**src/common/p3c_pkg.sv**
```systemverilog
// Constants for the four-pin port control block: register indexes, field positions and reset values.
// Assumes an APB slave with 32-bit data where each register takes one aligned word.
`default_nettype none

package p3c_pkg;

  localparam int unsigned PIN_COUNT = 4;
  localparam int unsigned CTRL_WIDTH = 4;
  localparam int unsigned ADDR_WIDTH = 8;

  // Register indexes; the byte address is four times the index.
  localparam logic [5:0] PIN0_CONTROL_IDX = 6'h14;
  localparam logic [5:0] PIN1_CONTROL_IDX = 6'h15;
  localparam logic [5:0] PIN2_CONTROL_IDX = 6'h16;
  localparam logic [5:0] PIN3_CONTROL_IDX = 6'h17;
  localparam logic [5:0] IRQ_STATUS_IDX = 6'h18;
  localparam logic [5:0] IRQ_CLEAR_IDX = 6'h19;
  localparam logic [5:0] IRQ_ENABLE_IDX = 6'h1a;
  localparam logic [5:0] PIN_LEVEL_IDX = 6'h1b;
  localparam logic [5:0] PIN_OUT_DATA_IDX = 6'h1c;

  // Field positions inside each pin control register.
  localparam int unsigned PAD_TYPE_BIT = 0;
  localparam int unsigned DIRECTION_BIT = 1;
  localparam int unsigned SAMPLE_CLOCK_SELECT_BIT = 2;
  localparam int unsigned SERIAL_RX_PIN_SELECT_BIT = 2;
  localparam int unsigned IRQ_ENABLE_BIT = 3;

  // The pin whose bit 2 selects the serial receive function instead of a sampling clock.
  localparam int unsigned SERIAL_PIN = 3;

  localparam logic [3:0] CTRL_RESET = 4'h0;
  localparam logic [3:0] IRQ_RESET = 4'h0;
  localparam logic [3:0] OUT_DATA_RESET = 4'h0;
  localparam logic SERIAL_IDLE_LEVEL = 1'h1;

endpackage

`default_nettype wire

```
**src/rtl/p3c_pin_sync.sv**
```systemverilog
// One pin's input path: three-flop synchroniser, agreement filter, and sampled-level change detector.
// Assumes sample_en is on pclk, either a single-cycle tick or held high to sample every cycle; the pin is asynchronous to pclk.
`default_nettype none

module p3c_pin_sync (
  input wire logic pclk,
  input wire logic presetn,
  input wire logic pin_async,
  input wire logic sample_en,
  output logic level,
  output logic changed
);

  logic meta_q;
  logic mid_q;
  logic late_q;
  logic filt_q;
  logic filt_d;
  logic samp_q;
  logic samp_d;

  // A change is accepted only once the second and third stages agree.
  always_comb begin
    filt_d = (mid_q == late_q) ? late_q : filt_q;
    samp_d = sample_en ? filt_q : samp_q;
  end

  always_ff @(posedge pclk or negedge presetn) begin
    if (!presetn) begin
      meta_q <= 1'h0;
      mid_q <= 1'h0;
      late_q <= 1'h0;
      filt_q <= 1'h0;
      samp_q <= 1'h0;
    end else begin
      meta_q <= pin_async;
      mid_q <= meta_q;
      late_q <= mid_q;
      filt_q <= filt_d;
      samp_q <= samp_d;
    end
  end

  assign level = filt_q;
  // The sampled copy runs even while interrupts are off, so enabling later sees no stale edge.
  assign changed = sample_en & (filt_q != samp_q);

endmodule

`default_nettype wire

```
**src/rtl/p3c_port.sv**
```systemverilog
// Four-pin general purpose port: per-pin write-only control registers, pad drive, and pin-change interrupts.
// Assumes an APB master on pclk, a one-cycle 64 Hz tick from the time-base on pclk, and external pads.
//
// Behaviour
// - Each pin has its own 4-bit control register, writable only, reads give zero.
// - Bit 3 enables the pin's external interrupt; reset value zero.
// - Pins 0 to 2, bit 2 picks interrupt sampling: 0 tick of 64 Hz, 1 system clock.
// - Pin 3 bit 2 selects the serial receive function instead of a sampling clock.
// - Serial select set forces pin 3 to input and feeds the serial receiver.
// - Bit 1 sets direction: 0 input, 1 output; reset input.
// - In input mode bit 0 chooses pull resistor (0) or high impedance (1).
// - In output mode bit 0 chooses push-pull (0) or open-drain low-only (1).
// - Enabled input pins raise an interrupt on every sampled level change.
// - Pin 3 interrupt input is always sampled on the 64 Hz tick.
//
// The APB register port was chosen for this implementation.
`default_nettype none

module p3c_port #(
  parameter int unsigned PINS = p3c_pkg::PIN_COUNT
) (
  input wire logic pclk,
  input wire logic presetn,
  input wire logic psel,
  input wire logic penable,
  input wire logic pwrite,
  input wire logic [p3c_pkg::ADDR_WIDTH-1:0] paddr,
  input wire logic [31:0] pwdata,
  output logic [31:0] prdata,
  output logic pready,
  output logic pslverr,
  input wire logic [PINS-1:0] pin_in,
  input wire logic tick_64hz,
  output logic [PINS-1:0] pin_out,
  output logic [PINS-1:0] pin_oe,
  output logic [PINS-1:0] pin_pull_en,
  output logic serial_rx_data,
  output logic irq
);

  // Control registers, output data and interrupt state.
  logic [p3c_pkg::CTRL_WIDTH-1:0] ctrl_q [PINS];
  logic [p3c_pkg::CTRL_WIDTH-1:0] ctrl_d [PINS];
  logic [PINS-1:0] out_data_q;
  logic [PINS-1:0] out_data_d;
  logic [PINS-1:0] irq_en_q;
  logic [PINS-1:0] irq_en_d;
  logic [PINS-1:0] irq_stat_q;
  logic [PINS-1:0] irq_stat_d;

  // Bus answer registers.
  logic [31:0] prdata_q;
  logic [31:0] prdata_d;
  logic pready_q;
  logic pready_d;
  logic pslverr_q;
  logic pslverr_d;

  // Pad and event output registers.
  logic [PINS-1:0] pin_out_q;
  logic [PINS-1:0] pin_out_d;
  logic [PINS-1:0] pin_oe_q;
  logic [PINS-1:0] pin_oe_d;
  logic [PINS-1:0] pull_q;
  logic [PINS-1:0] pull_d;
  logic srx_q;
  logic srx_d;
  logic irq_q;
  logic irq_d;

  // Per-pin derived signals.
  logic [PINS-1:0] level;
  logic [PINS-1:0] changed;
  logic [PINS-1:0] sample_en;
  logic [PINS-1:0] is_input;
  logic [PINS-1:0] event_hit;

  // Decoded bus request.
  logic setup_phase;
  logic write_strobe;
  logic [5:0] reg_idx;
  logic idx_mapped;
  logic addr_aligned;
  logic serial_sel;

  assign setup_phase = psel & ~penable;
  // A write takes effect only at the edge where the master sees pready high.
  assign write_strobe = psel & penable & pwrite & pready_q;
  assign reg_idx = paddr[7:2];
  assign addr_aligned = (paddr[1:0] == 2'h0);
  // Taken from the next state so the receive path and the forced input switch at the same edge.
  assign serial_sel = ctrl_d[p3c_pkg::SERIAL_PIN][p3c_pkg::SERIAL_RX_PIN_SELECT_BIT];

  always_comb begin
    unique case (reg_idx)
      p3c_pkg::PIN0_CONTROL_IDX,
      p3c_pkg::PIN1_CONTROL_IDX,
      p3c_pkg::PIN2_CONTROL_IDX,
      p3c_pkg::PIN3_CONTROL_IDX,
      p3c_pkg::IRQ_STATUS_IDX,
      p3c_pkg::IRQ_CLEAR_IDX,
      p3c_pkg::IRQ_ENABLE_IDX,
      p3c_pkg::PIN_LEVEL_IDX,
      p3c_pkg::PIN_OUT_DATA_IDX: idx_mapped = addr_aligned;
      default: idx_mapped = 1'h0;
    endcase
  end

  // Per-pin input path, sampling choice and interrupt qualification.
  genvar g;
  generate
    for (g = 0; g < PINS; g++) begin : gen_pin
      if (g == p3c_pkg::SERIAL_PIN) begin : gen_serial
        assign sample_en[g] = tick_64hz;
        assign is_input[g] = ~ctrl_q[g][p3c_pkg::DIRECTION_BIT] |
                             ctrl_q[g][p3c_pkg::SERIAL_RX_PIN_SELECT_BIT];
      end else begin : gen_plain
        // With the system clock chosen every cycle samples, so a change is seen one cycle after filtering.
        assign sample_en[g] = ctrl_q[g][p3c_pkg::SAMPLE_CLOCK_SELECT_BIT] | tick_64hz;
        assign is_input[g] = ~ctrl_q[g][p3c_pkg::DIRECTION_BIT];
      end

      p3c_pin_sync u_sync (
        .pclk(pclk),
        .presetn(presetn),
        .pin_async(pin_in[g]),
        .sample_en(sample_en[g]),
        .level(level[g]),
        .changed(changed[g])
      );

      assign event_hit[g] = changed[g] & is_input[g] & ctrl_q[g][p3c_pkg::IRQ_ENABLE_BIT];
    end
  endgenerate

  // Control register file.
  always_comb begin
    for (int i = 0; i < PINS; i++) begin
      ctrl_d[i] = ctrl_q[i];
    end
    out_data_d = out_data_q;
    irq_en_d = irq_en_q;
    if (write_strobe && addr_aligned) begin
      unique case (reg_idx)
        p3c_pkg::PIN0_CONTROL_IDX: ctrl_d[0] = pwdata[3:0];
        p3c_pkg::PIN1_CONTROL_IDX: ctrl_d[1] = pwdata[3:0];
        p3c_pkg::PIN2_CONTROL_IDX: ctrl_d[2] = pwdata[3:0];
        p3c_pkg::PIN3_CONTROL_IDX: ctrl_d[3] = pwdata[3:0];
        p3c_pkg::IRQ_ENABLE_IDX: irq_en_d = pwdata[PINS-1:0];
        p3c_pkg::PIN_OUT_DATA_IDX: out_data_d = pwdata[PINS-1:0];
        default: ;
      endcase
    end
  end

  always_ff @(posedge pclk or negedge presetn) begin
    if (!presetn) begin
      for (int i = 0; i < PINS; i++) begin
        ctrl_q[i] <= p3c_pkg::CTRL_RESET;
      end
      out_data_q <= p3c_pkg::OUT_DATA_RESET;
      irq_en_q <= p3c_pkg::IRQ_RESET;
    end else begin
      for (int i = 0; i < PINS; i++) begin
        ctrl_q[i] <= ctrl_d[i];
      end
      out_data_q <= out_data_d;
      irq_en_q <= irq_en_d;
    end
  end

  // Sticky status: a new event in the same cycle as its clear keeps the bit set.
  always_comb begin
    irq_stat_d = irq_stat_q;
    if (write_strobe && addr_aligned && reg_idx == p3c_pkg::IRQ_CLEAR_IDX) begin
      irq_stat_d = irq_stat_q & ~pwdata[PINS-1:0];
    end
    irq_stat_d = irq_stat_d | event_hit;
    irq_d = |(irq_stat_d & irq_en_d);
  end

  always_ff @(posedge pclk or negedge presetn) begin
    if (!presetn) begin
      irq_stat_q <= p3c_pkg::IRQ_RESET;
      irq_q <= 1'h0;
    end else begin
      irq_stat_q <= irq_stat_d;
      irq_q <= irq_d;
    end
  end

  // Bus answer: read data and status are prepared in the setup cycle, so every access takes two cycles, setup and access, with no wait state.
  always_comb begin
    prdata_d = 32'h0;
    pready_d = setup_phase;
    pslverr_d = setup_phase & ~idx_mapped;
    if (setup_phase && !pwrite && idx_mapped) begin
      unique case (reg_idx)
        p3c_pkg::IRQ_STATUS_IDX: prdata_d[PINS-1:0] = irq_stat_q;
        p3c_pkg::IRQ_ENABLE_IDX: prdata_d[PINS-1:0] = irq_en_q;
        p3c_pkg::PIN_LEVEL_IDX: prdata_d[PINS-1:0] = level;
        p3c_pkg::PIN_OUT_DATA_IDX: prdata_d[PINS-1:0] = out_data_q;
        default: prdata_d = 32'h0;
      endcase
    end
  end

  always_ff @(posedge pclk or negedge presetn) begin
    if (!presetn) begin
      prdata_q <= 32'h0;
      pready_q <= 1'h0;
      pslverr_q <= 1'h0;
    end else begin
      prdata_q <= prdata_d;
      pready_q <= pready_d;
      pslverr_q <= pslverr_d;
    end
  end

  // Pad drive, computed from the next control state so pads change at the same edge as the write lands.
  always_comb begin
    for (int i = 0; i < PINS; i++) begin
      if (!ctrl_d[i][p3c_pkg::DIRECTION_BIT] ||
          (i == p3c_pkg::SERIAL_PIN && ctrl_d[i][p3c_pkg::SERIAL_RX_PIN_SELECT_BIT])) begin
        pin_oe_d[i] = 1'h0;
        pin_out_d[i] = 1'h0;
        pull_d[i] = ~ctrl_d[i][p3c_pkg::PAD_TYPE_BIT];
      end else if (ctrl_d[i][p3c_pkg::PAD_TYPE_BIT]) begin
        // Open drain only ever pulls low; a high data bit releases the pin.
        pin_oe_d[i] = ~out_data_d[i];
        pin_out_d[i] = 1'h0;
        pull_d[i] = 1'h0;
      end else begin
        pin_oe_d[i] = 1'h1;
        pin_out_d[i] = out_data_d[i];
        pull_d[i] = 1'h0;
      end
    end
    srx_d = serial_sel ? level[p3c_pkg::SERIAL_PIN] : p3c_pkg::SERIAL_IDLE_LEVEL;
  end

  always_ff @(posedge pclk or negedge presetn) begin
    if (!presetn) begin
      pin_out_q <= '0;
      pin_oe_q <= '0;
      pull_q <= '1;
      srx_q <= p3c_pkg::SERIAL_IDLE_LEVEL;
    end else begin
      pin_out_q <= pin_out_d;
      pin_oe_q <= pin_oe_d;
      pull_q <= pull_d;
      srx_q <= srx_d;
    end
  end

  assign prdata = prdata_q;
  assign pready = pready_q;
  assign pslverr = pslverr_q;
  assign pin_out = pin_out_q;
  assign pin_oe = pin_oe_q;
  assign pin_pull_en = pull_q;
  assign serial_rx_data = srx_q;
  assign irq = irq_q;

endmodule

`default_nettype wire

```
**config.mk**
```make
export PLATFORM = sky130hd
export DESIGN_NAME = p3c_port
export DESIGN_NICKNAME = d
export VERILOG_FILES = /design/src/common/p3c_pkg.sv /design/src/rtl/p3c_pin_sync.sv /design/src/rtl/p3c_port.sv
export SDC_FILE = /design/constraint.sdc
export NUM_CORES = 1
export LEC_CHECK = 0
export BUFFER_PORTS_ARGS = -buffer_cell sky130_fd_sc_hd__buf_4
export CAP_MARGIN = 10
export CORE_UTILIZATION = 45
export CTS_BUF_LIST = sky130_fd_sc_hd__clkbuf_8 sky130_fd_sc_hd__clkbuf_16
export DETAILED_ROUTE_END_ITERATION = 7
export GPL_TIMING_DRIVEN = 0
export HOLD_SLACK_MARGIN = 0.15
export PLACE_DENSITY = 0.75
export SYNTH_ARGS = -nofsm -noshare
export SYNTH_HDL_FRONTEND = slang
export SYNTH_SLANG_ARGS = --single-unit
```
**constraint.sdc**
```tcl
create_clock -name pclk -period 1.84 [get_ports pclk]
set_input_delay 0.092 -clock pclk [delete_from_list [all_inputs] [get_ports pclk]]
set_output_delay 0.092 -clock pclk [all_outputs]
set_load 0.01 [all_outputs]
```
==> Word level (Yosys, flattened, before mapping) <==
Cells that the tools add are included.
{ "totals": {"ff_bits": 96, "in_bits": 50, "output_inout_bits": 48, "word_cells": 143} }
{ "classes": {"eq_ne": 17, "muxes": 34, "n_bitwise": 39, "n_reduce_logical": 14} }
{ "ops": {"columns": ["op", "n"], "rows": [
  ["$eq 6x5->1 const B", 9],
  ["$mux 4", 9],
  ["$mux 1", 22],
  ["$and 1x1->1", 17],
  ["$pmux 4 s4", 1],
  ["$mux 14", 1],
  ["$not 1->1", 14],
  ["$reduce_or 9->1", 1],
  ["$and 4x4->4", 2],
  ["$reduce_and 2->1", 4],
  ["$eq 1x1->1", 4],
  ["$logic_and 1x1->1", 4],
  ["$ne 1x1->1", 4],
  ["$not 4->4", 1],
  ["$or 1x1->1", 4],
  ["$or 4x4->4", 1],
  ["$reduce_or 4->1", 1],
  ["$logic_not 1->1", 2],
  ["$logic_not 2->1", 1],
  ["$mux 2", 1],
  ["$logic_or 1x1->1", 1]
]} }

==> Longest topological paths before layout <==
Gate-level depths: netlist of run 1.
{ "depth": {"ltp_word": 9, "depth_mapped": 7, "depth_no_buf": 5} }

==> Hierarchy <==
From an unflattened synthesis of run 1, not the netlist that was laid out.
{ "hier_totals": {"hier_cells": 243, "hier_area_um2": 2987.9} }
{ "modules_own_cells": {"columns": ["mod", "n_inst", "cells_per_inst", "area_per_inst_um2", "seq_area_each_um2"], "rows": [
  ["p3c_port", 1, 207, 2337.2, 1207.4],
  ["p3c_pin_sync", 4, 9, 162.7, 125.1]
]} }

==> Worst setup path before layout of run 1 <==
No wires, ideal clock.
{ "synth_timing": {"path_kind": "reg2reg", "from": "reg pready_q (netlist: pready)", "to": "reg irq_q (netlist: irq)", "setup_ps": 127, "arrival_ps": 1999, "required_ps": 1713, "path_slack_ps": -286, "stages_incl_launch_ff": 6, "path_buffers": 0, "synth_period_minus_slack_ps": 2126, "path_cell_list": "dfrtp_1 > nand4_1 > nor4_1 > mux2_2 > a22o_1 > a221o_2"} }
{ "synth_between": {"elab_cells_between_ends": 8, "classes_between": "mux: 2; bitwise: 3; reduce/logical: 3"} }
{ "synth_lines": {"columns": ["item", "line", "source"], "rows": [
  ["start, declared", "p3c_port.sv:54", "logic pready_q;"],
  ["start signal, assigned", "p3c_port.sv:215", "pready_q <= pready_d;"],
  ["$and 1x1->1", "p3c_port.sv:88", "assign write_strobe = psel & penable & pwrite & pready_q;"],
  ["$logic_and 1x1->1", "p3c_port.sv:143", "if (write_strobe && addr_aligned) begin"],
  ["$mux 4", "p3c_port.sv:143", null],
  ["via irq_en_d[0]", "p3c_port.sv:47", "logic [PINS-1:0] irq_en_d;"],
  ["$and 4x4->4", "p3c_port.sv:179", "irq_d = |(irq_stat_d & irq_en_d);"],
  ["$reduce_or 4->1", "p3c_port.sv:179", null],
  ["via irq_d", "p3c_port.sv:69", "logic irq_d;"],
  ["end signal, assigned", "p3c_port.sv:188", "irq_q <= irq_d;"],
  ["end, declared", "p3c_port.sv:68", "logic irq_q;"]
]} }
The timed path passes the listed nets, and every way through them passes these cells.
A chain may end at the register's enable or synchronous reset.

==> Worst setup path in the final report of run 1 <==
Ends and elaborated chain as after synthesis.

==> results of run 1 <==
through the flow:
stage          hold WS [ns]  power (W)  cell area [um2]  worst slack (ns)
2_1_floorplan        -0.204    0.00175             3110            -0.142
3_3_place_gp          0.201    0.00185             3510            -0.330
3_5_place_dp          0.202    0.00186             3510            -0.324
4_1_cts               0.164    0.00306             4020            -0.171
5_1_grt               0.196    0.00318             4190            -0.303
6_report              0.177    0.00305             4190            -0.221
power by group through the flow:
stage	sequential (W)	clock, W	combinational, W
floorplan	0.00159	0	0.000160
global placement	0.00160	0	0.000255
detailed placement	0.00160	0	0.000261
CTS	0.00157	0.00120	0.000290
global route	0.00158	0.00128	0.000326
finish	0.00157	0.00118	0.000300
cell type report:
type,instances,area share
sequential,68,0.407
buffer,33,0.0582
timing repair buffer,78,0.160
inverter,2,0.00179
clock buffer,10,0.0328
multi-input combinational,154,0.306
clock inverter,5,0.0110
tap,77,0.0230
metal layers:
metal  track usage  wire length (um)  vias to the layer above
met5             0                 0                        -
met4        0.0768               164                        0
met3        0.0547               448                       22
met2         0.300              3350                       88
met1         0.246              2740                     1034
li1              -                 -                      987
worst max-delay path by stage:
stage               cells past startpoint   endpoint    from  slack (ns)
finish                                  6        irq  pready       -0.22
global route                            6        irq  pready       -0.30
CTS                                     6  pin_oe[0]  pready       -0.17
detailed placement                      5        irq  pready       -0.32
global placement                        5        irq  pready       -0.33
floorplan                               5        irq  pready       -0.14
worst max-delay path: stages (launching register included):
cell	delay, ns
dfrtp_1	0.35
nand4_1	0.13
buf_4	0.18
nor4_4	0.39
mux2_4	0.34
a22o_1	0.22
a221o_2	0.32
repair_timing:
action | 4_1_cts | 5_1_grt
resized for setup | 24 | 19
hold buffers | 12 | 0
endpoints found under the hold margin | 100 | 0
pin swaps | 4 | 9
buffers inserted | 16 | 11
setup endpoints to repair | 27 | 30
cell families (layout without fill, tap and decap cells):
group | after synthesis | count (layout) | share of synthesized area
flops | 68 | 68 | 0.575
simple gates | 57 | 57 | 0.118
buf+inv | 35 | 128 | 0.0846
mux | 33 | 33 | 0.124
compound gates | 28 | 28 | 0.0720
fa+ha+maj | 4 | 4 | 0.0135
xor+xnor | 4 | 4 | 0.0118
other cells | 1 | 28 | 0.00126
cells in the final DEF (no fill, tap or decap), types with 5 or more instances in the layout:
| cell | n |
|---|---|
| dfrtp_1 | 63 |
| clkbuf_8 | 10 |
| nand3_1 | 5 |
| nand2_1 | 10 |
| conb_1 | 28 |
| buf_4 | 82 |
| buf_6 | 13 |
| mux2_4 | 24 |
| inv_1 | 5 |
| dlygate4sd3_1 | 12 |
| dfstp_2 | 5 |
| nor2_1 | 10 |
==> metrics.yaml, run 1 <==
dp_hpwl_mm: 3.81
cts_buffer_depth: 2
async_flop_share: 1.00
cts_tree: "built"
peakVddDrop_mv: 0.470
cts_sinks: 68
place_inst: 374
start_kind: "register"
criticalPathCategory: "reg -> reg"
relSlewSlack: 0.443
syn_area_per_cell_um2: 12.9
setup-violations-final: 21
final_util: 0.660
via_per_inst: 4.99
synthTopCellsByCount: "63 x dfrtp_1, 28 x buf_4, 27 x mux2_2"
slew_viol_final: 0
min_period_over_period: 1.12
clk_latency_ns: 0.35
synthCells: 230
switchingPower_w: 0.000726
die_h_um: 83.3
port_buffers: 40
area_growth_pct: 41.1
worst_pin_slew_ns: 0.836
gp_congestion: 0.807
reg2reg_to: "irq"
sequentialPowerShare: 0.515
first_pass_iters: 4
htree_levels: 3
synthTopCellsByArea: "dfrtp_1 53%, mux2_2 10%, buf_4 7.1%, dfstp_2 4.4%, mux2i_1 1.7%"
io_pins: 98
clk_pin_slew_worst_paths_ns: 0.07
required_ns: 2.06
powerDensity_nw_per_um2: 729
avgRoutedWirePerCell_um: 15.7
internal_power_w: 0.00233
cts_buffers: 9
p_clk_frac: 0.387
coreArea_um2: 6350
grt_use_total: 0.190
arrival_ns: 2.29
violations: "setup timing"
r2r_start: "pready"
outcome: "finished, violations left"
seq_area_um2: 1710
grt_overflow: 0
via_count: 2131
p_sw_frac: 0.238
ys_types: 46
rsz0062_at_grt: "yes"
grt_pass1_wl_mm: 10.1
hp-start: "paddr[2]"
drt-total-wl_mm: 6.71
hp-class: "in -> reg"
synth_edf_count: 0
rows: 29
n_fill_cell: 464
cp_max_fo: 3
power_frac_comb: 0.098
holdPathStages: 4
reg2reg_slack_ns: -0.22
synth_area_um2: 2970
worst_slack_ns: -0.221
endpoint_kind: "register"
drcViolationCount: 0
grt_max_degree: 69
synth_top_area_frac: 0.531
ys.flop_type: "dfrtp_1"
ff2ff_path_depth: 6
drtIter0Drc: 158
min_to: "irq_stat_q[0]"
drive_gt1_frac: 0.463
antenna_cells: 0
multi_input_area_um2: 1280
drv_cap: 0
instances_no_fill: 427
nets: 396
synth_area_leader_cell: "dfrtp_1"
seq_area_frac_synth: 0.575
yosysMostFrequentCell: "dfrtp_1"
ys_ff_latch: 68
grt_pass1_vias: 2039
start_util: 0.468
clock_skew_ns: 0.00815
antenna_found_initial: 0
hold_violations: 0
die-area_um2: 6930
regMostFlops: "ctrl_q"
min_period_ns: 2.06
setup_tns_ns: -1.63
largest_reg_flops: 16
fp.dieW_um: 83.3
postRouteAntennaNets: 0
fmax_mhz: 485
ys_warn_count: 0
p_leak_nw: 2.04
cts-root-buf: "clkbuf_8"
(Power assumes the default switching activity.)
==> run 2: changes to the inputs <==
--- a/config.mk
+++ b/config.mk
@@ -7,6 +7,7 @@
 export LEC_CHECK = 0
 export BUFFER_PORTS_ARGS = -buffer_cell sky130_fd_sc_hd__buf_4
 export CAP_MARGIN = 10
+export CORE_MARGIN = 8
 export CORE_UTILIZATION = 45
 export CTS_BUF_LIST = sky130_fd_sc_hd__clkbuf_8 sky130_fd_sc_hd__clkbuf_16
 export DETAILED_ROUTE_END_ITERATION = 7
==> metrics.yaml, run 2 (same netlist as run 1, synthesis figures left out) <==
clock_skew_ns: 0.0112  # +0.00306 ns
power.total_w: 0.00322  # +5.6%
mostFrequentLayoutCells: "77 x buf_4, 63 x dfrtp_1, 28 x conb_1, 15 x mux2_4, 13 x mux2_2"
internal_power_w: 0.00249  # +6.8%
io_pins: 98  # unchanged
p_sw_frac: 0.229  # -0.00918
min_period_ns: 1.95  # -0.114 ns
p_leak_nw: 1.94  # -4.6%
area_growth_pct: 35.6
die_h_um: 97.3  # +17%
coreArea_um2: 6390  # +0.57%
grt_pass1_vias: 2119  # +3.9%
antenna_cells: 0  # unchanged
setup-violations-final: 3  # -86%
hp-class: "in -> reg"
min_period_over_period: 1.06  # -0.0622
drive_gt1_frac: 0.449  # -0.0135
required_ns: 2.05  # about the same
worst_path_max_delay_cell: "dfrtp_1"
port_buffers: 40  # unchanged
outcome: "finished, violations left"
power_frac_comb: 0.091  # -0.007
start_kind: "register"
grt_max_degree: 69  # unchanged
worst_pin_slew_ns: 0.836  # +0.000493 ns
drcViolationCount: 0  # unchanged
start_util: 0.465  # -0.00266
antenna_found_initial: 0  # unchanged
drtIter0Drc: 109  # -31%
regMostFlops: "ctrl_q"
gp_congestion: 0.775  # -4.0%
cts_sinks: 68  # unchanged
relSlewSlack: 0.443  # about the same
switchingPower_w: 0.000737  # +1.5%
final_common_cell: "buf_4"
sequentialPowerShare: 0.487  # -0.028
multi_input_area_um2: 1240  # -3.5%
nets: 381  # -3.8%
cts_tree: "built"
critPathTopFamily: "compound AO/OA/AOI/OAI gates"
first_pass_iters: 4  # unchanged
arrival_ns: 2.16  # -0.13 ns
slew_viol_final: 0  # unchanged
crit_buf_inv: 1  # unchanged
criticalPathCategory: "reg -> reg"
largest_reg_flops: 16  # unchanged
avgRoutedWirePerCell_um: 15.7  # -0.19%
rsz0062_at_grt: "yes"
pre_cts_slack_ns: -0.365  # -0.0402 ns
n_fill_cell: 508  # +9.5%
via_per_inst: 4.85  # -2.8%
die-area_um2: 9460  # +36%
dp_hpwl_mm: 4.41  # +16%
powerDensity_nw_per_um2: 800  # +9.8%
clk_pin_slew_worst_paths_ns: 0.07  # about the same
grt_pass1_wl_mm: 10.6  # +5.1%
rows: 29  # unchanged
seq_area_um2: 1710  # unchanged
critPathMaxStageDelay_ns: 0.35  # -0.04 ns
cts-root-buf: "clkbuf_8"
violations: "setup timing"
cp_max_fo: 5  # +2
cts_buffer_depth: 2  # unchanged
via_count: 2003  # -6.0%
postRouteAntennaNets: 0  # unchanged
cts_buffers: 9  # unchanged
whs_ns: 0.201  # +0.0242 ns
drt-total-wl_mm: 6.48  # -3.5%
peakVddDrop_mv: 0.496  # +5.6%
fmax_mhz: 514  # +5.9%
endpoint_kind: "register"
grt_overflow: 0  # unchanged
hold_violations: 0  # unchanged
grt_use_total: 0.136  # -0.0534
drv_cap: 0  # unchanged
fp.dieW_um: 97.3  # +17%
p_clk_frac: 0.422  # +0.035
worst_slack_ns: -0.107  # +0.114 ns
crit_chain: "nand4_1 -> buf_6 -> nor4_4 -> mux2_4 -> a22o_1 -> a221o_2"
htree_levels: 3  # unchanged
clk_latency_ns: 0.34  # about the same
## run 2: metrics by stage
stage	utilization	setup TNS (ns)	cell area (um2)	cells
floorplan	-	-0.438	3110	257
global placement	0.549	-2.11	3510	374
detailed placement	0.549	-3.09	3510	374
CTS	0.613	-0.479	3920	406
global route	0.631	-1.02	4030	413
finish	0.631	-0.153	4030	413
## run 2: worst paths after layout
path,startpoint,endpoint,slack (ns),depth (start not counted)
min in group asynchronous,presetn,ctrl_q[1],0.41,2
min,paddr[5],pslverr,0.20,4
max reg2reg,pready,irq,-0.11,6
max in group asynchronous,presetn,ctrl_q[6],0.89,2
min reg2reg,gen_pin[0].u_sync.meta_q,gen_pin[0].u_sync.mid_q,0.35,0
max,pready,irq,-0.11,6
## run 2: what timing repair did
action	in CTS	in global routing
gates resized for setup	8	16
setup buffers	5	7
hold buffers	12	0
endpoints found under the hold margin	99	0
setup endpoints to repair	27	20
pin swaps	3	5
## run 2: layout make-up
| cell class | count | share of cell area |
|---|---|---|
| flip-flops and latches | 68 | 0.424 |
| multi-input cells | 154 | 0.307 |
| repair buffers | 64 | 0.130 |
| plain buffers | 32 | 0.0578 |
| clock buffers | 10 | 0.0342 |
| well taps | 77 | 0.0239 |
| clock inverters | 6 | 0.0217 |
| inverters | 2 | 0.00186 |
## run 2: power groups by stage
stage	clock network [W]	registers (W)	logic, W
floorplan	0	0.00159	0.000160
global placement	0	0.00160	0.000256
detailed placement	0	0.00160	0.000263
CTS	0.00139	0.00157	0.000288
global route	0.00147	0.00158	0.000323
finish	0.00136	0.00157	0.000292
## run 2: worst reg2reg max path, cell delays in order, from the launching register on
cell and delay [ns]:
dfrtp_1 0.35, nand4_1 0.09, buf_6 0.15, nor4_4 0.34
mux2_4 0.35, a22o_1 0.24, a221o_2 0.31
## run 2: routing by layer
metal / track usage / routed length, um / vias to the layer above / part of all wire
met5: 0 / 0 / - / 0
met4: 0.0466 / 102 / 0 / 0.016
met3: 0.0434 / 365 / 9 / 0.056
met2: 0.223 / 3160 / 59 / 0.49
met1: 0.165 / 2850 / 977 / 0.44
li1: - / - / 958 / -
==> run 3: changes to the inputs <==
--- a/config.mk
+++ b/config.mk
@@ -5,6 +5,7 @@
 export SDC_FILE = /design/constraint.sdc
 export NUM_CORES = 1
 export LEC_CHECK = 0
+export ABC_CLOCK_PERIOD_IN_PS = 1840
 export BUFFER_PORTS_ARGS = -buffer_cell sky130_fd_sc_hd__buf_4
 export CAP_MARGIN = 10
 export CORE_MARGIN = 8
@@ -14,6 +15,7 @@
 export GPL_TIMING_DRIVEN = 0
 export HOLD_SLACK_MARGIN = 0.15
 export PLACE_DENSITY = 0.75
+export SETUP_SLACK_MARGIN = 0.2
 export SYNTH_ARGS = -nofsm -noshare
 export SYNTH_HDL_FRONTEND = slang
 export SYNTH_SLANG_ARGS = --single-unit
==> metrics.yaml, run 3 (same netlist as run 1, synthesis figures left out) <==
cts-root-buf: "clkbuf_8"
area_growth_pct: 41.6
die_h_um: 97.3  # unchanged
critPathMaxStageDelay_ns: 0.39  # +0.04 ns
fp.dieW_um: 97.3  # unchanged
hp-class: "in -> reg"
top_usage_layer: "met2"
setup-violations-final: 24  # +21
port_buffers: 40  # unchanged
via_per_inst: 4.80  # -1.0%
min_period_ns: 1.96  # +0.0173 ns
grt_max_degree: 69  # unchanged
fmax_mhz: 509  # -0.88%
worst_pin_slew_ns: 0.857  # +0.0212 ns
drtIter0Drc: 127  # +17%
fin_area_um2: 4210  # +4.4%
arrival_ns: 2.18  # +0.02 ns
slew_viol_final: 0  # unchanged
avgRoutedWirePerCell_um: 16.0  # +2.2%
worst_path_max_delay_cell: "mux2_2"
first_pass_iters: 4  # unchanged
violations: "setup timing"
cp_max_fo: 5  # unchanged
criticalPathCategory: "reg -> reg"
drv_cap: 0  # unchanged
powerDensity_nw_per_um2: 740  # -7.6%
cts_sinks: 68  # unchanged
rows: 29  # unchanged
start_util: 0.465  # unchanged
cts_buffer_depth: 2  # unchanged
required_ns: 2.05  # about the same
outcome: "finished, violations left"
nets: 394  # +3.4%
antenna_cells: 0  # unchanged
clk_latency_ns: 0.34  # about the same
io_pins: 98  # unchanged
drcViolationCount: 0  # unchanged
hold_violations: 0  # unchanged
gp_congestion: 0.801  # +3.4%
use_met1: 0.166  # +0.00132
grt_use_total: 0.145  # +0.00830
grt_overflow: 0  # unchanged
cts_buffers: 9  # unchanged
coreArea_um2: 6390  # unchanged
mostFrequentLayoutCells: "75 x buf_4, 63 x dfrtp_1, 28 x conb_1, 18 x mux2_4, 17 x buf_6"
gr-usage-met2: 0.245  # +0.0214
antenna_found_initial: 0  # unchanged
final_common_cell: "buf_4"
clock_skew_ns: 0.0100  # -0.00118 ns
clk_pin_slew_worst_paths_ns: 0.07  # about the same
min_period_over_period: 1.07  # +0.00942
drive_gt1_frac: 0.487  # +0.0377
rsz0062_at_grt: "yes"
p_leak_nw: 2.02  # +4.2%
endpoint_kind: "register"
relSlewSlack: 0.428  # -0.0141
grt_pass1_vias: 2244  # +5.9%
cts_tree: "built"
dp_hpwl_mm: 4.35  # -1.4%
critPathTopFamily: "compound AO/OA/AOI/OAI gates"
crit_buf_inv: 1  # unchanged
power.total_w: 0.00311  # -3.5%
start_kind: "register"
postRouteAntennaNets: 0  # unchanged
grt_pass1_wl_mm: 11.1  # +5.3%
dpl-instance-area_um2: 3550  # +1.3%
largest_reg_flops: 16  # unchanged
worst_slack_ns: -0.124  # -0.0173 ns
drt-total-wl_mm: 6.83  # +5.5%
reg2reg_slack_ns: -0.12  # -0.02 ns
via_count: 2045  # +2.1%
regMostFlops: "ctrl_q"
crit_chain: "nand4_1 -> buf_6 -> nor4_4 -> mux2_2 -> a22o_1 -> a221o_2"
peakVddDrop_mv: 0.434  # -13%
die-area_um2: 9460  # unchanged
gr-usage-met3: 0.0519  # +0.00853
htree_levels: 3  # unchanged
final_util: 0.659  # +0.0278
==> run 3: repair_timing <==
item | in CTS | in global routing
hold endpoints to repair | 97 | 0
hold buffers | 13 | 0
pin swaps | 11 | 9
gates resized for setup | 26 | 12
gates cloned | 0 | 0
setup endpoints to repair | 38 | 38
setup buffers | 19 | 4
==> run 3: final cells by class <==
type	count	area [um2]
fill	491	2180
sequential	68	1710
multi-input combinational	154	1280
timing repair buffer	76	663
buffer	33	248
clock buffer	11	151
tap	77	96.3
clock inverter	5	51.3
inverter	2	7.51
==> run 3: worst paths after layout <==
check,endpoint,startpoint,cells after the start
max,irq,pready,6
min,irq_stat_q[0],pwdata[0],4
max reg2reg,irq,pready,6
min reg2reg,gen_pin[0].u_sync.mid_q,gen_pin[0].u_sync.meta_q,0
max in group asynchronous,pready,presetn,2
min in group asynchronous,gen_pin[3].u_sync.meta_q,presetn,2
==> run 3: tightest hold or removal path: stages <==
cell	delay (ns)
buf_4	0.13
nand3b_1	0.08
o41ai_1	0.07
o41ai_1	0.08
==> run 3: power breakdown <==
part | leakage [nW] | internal, W | switching (W)
logic | 1.04 | 0.000150 | 0.000150
registers | 0.882 | 0.00154 | 0.0000308
clock network | 0.107 | 0.000690 | 0.000549
total | 2.02 | 0.00238 | 0.000730
==> run 3: layer usage <==
layer  vias up  part of all wire
li1        986                 -
met1      1001              0.43
met2        50              0.51
met3         8             0.048
met4         0            0.0082
met5         -                 0
==> run 3: stage by stage <==
stage | hold WS (ns) | worst slack (ns) | cells | TNS, ns
6_report | 0.160 | -0.124 | 426 | -1.88
5_1_grt | 0.166 | -0.215 | 426 | -4.09
4_1_cts | 0.152 | -0.125 | 422 | -0.658
3_5_place_dp | 0.202 | -0.378 | 374 | -3.14
3_3_place_gp | 0.201 | -0.350 | 374 | -2.48
2_1_floorplan | -0.204 | -0.142 | 257 | -0.550
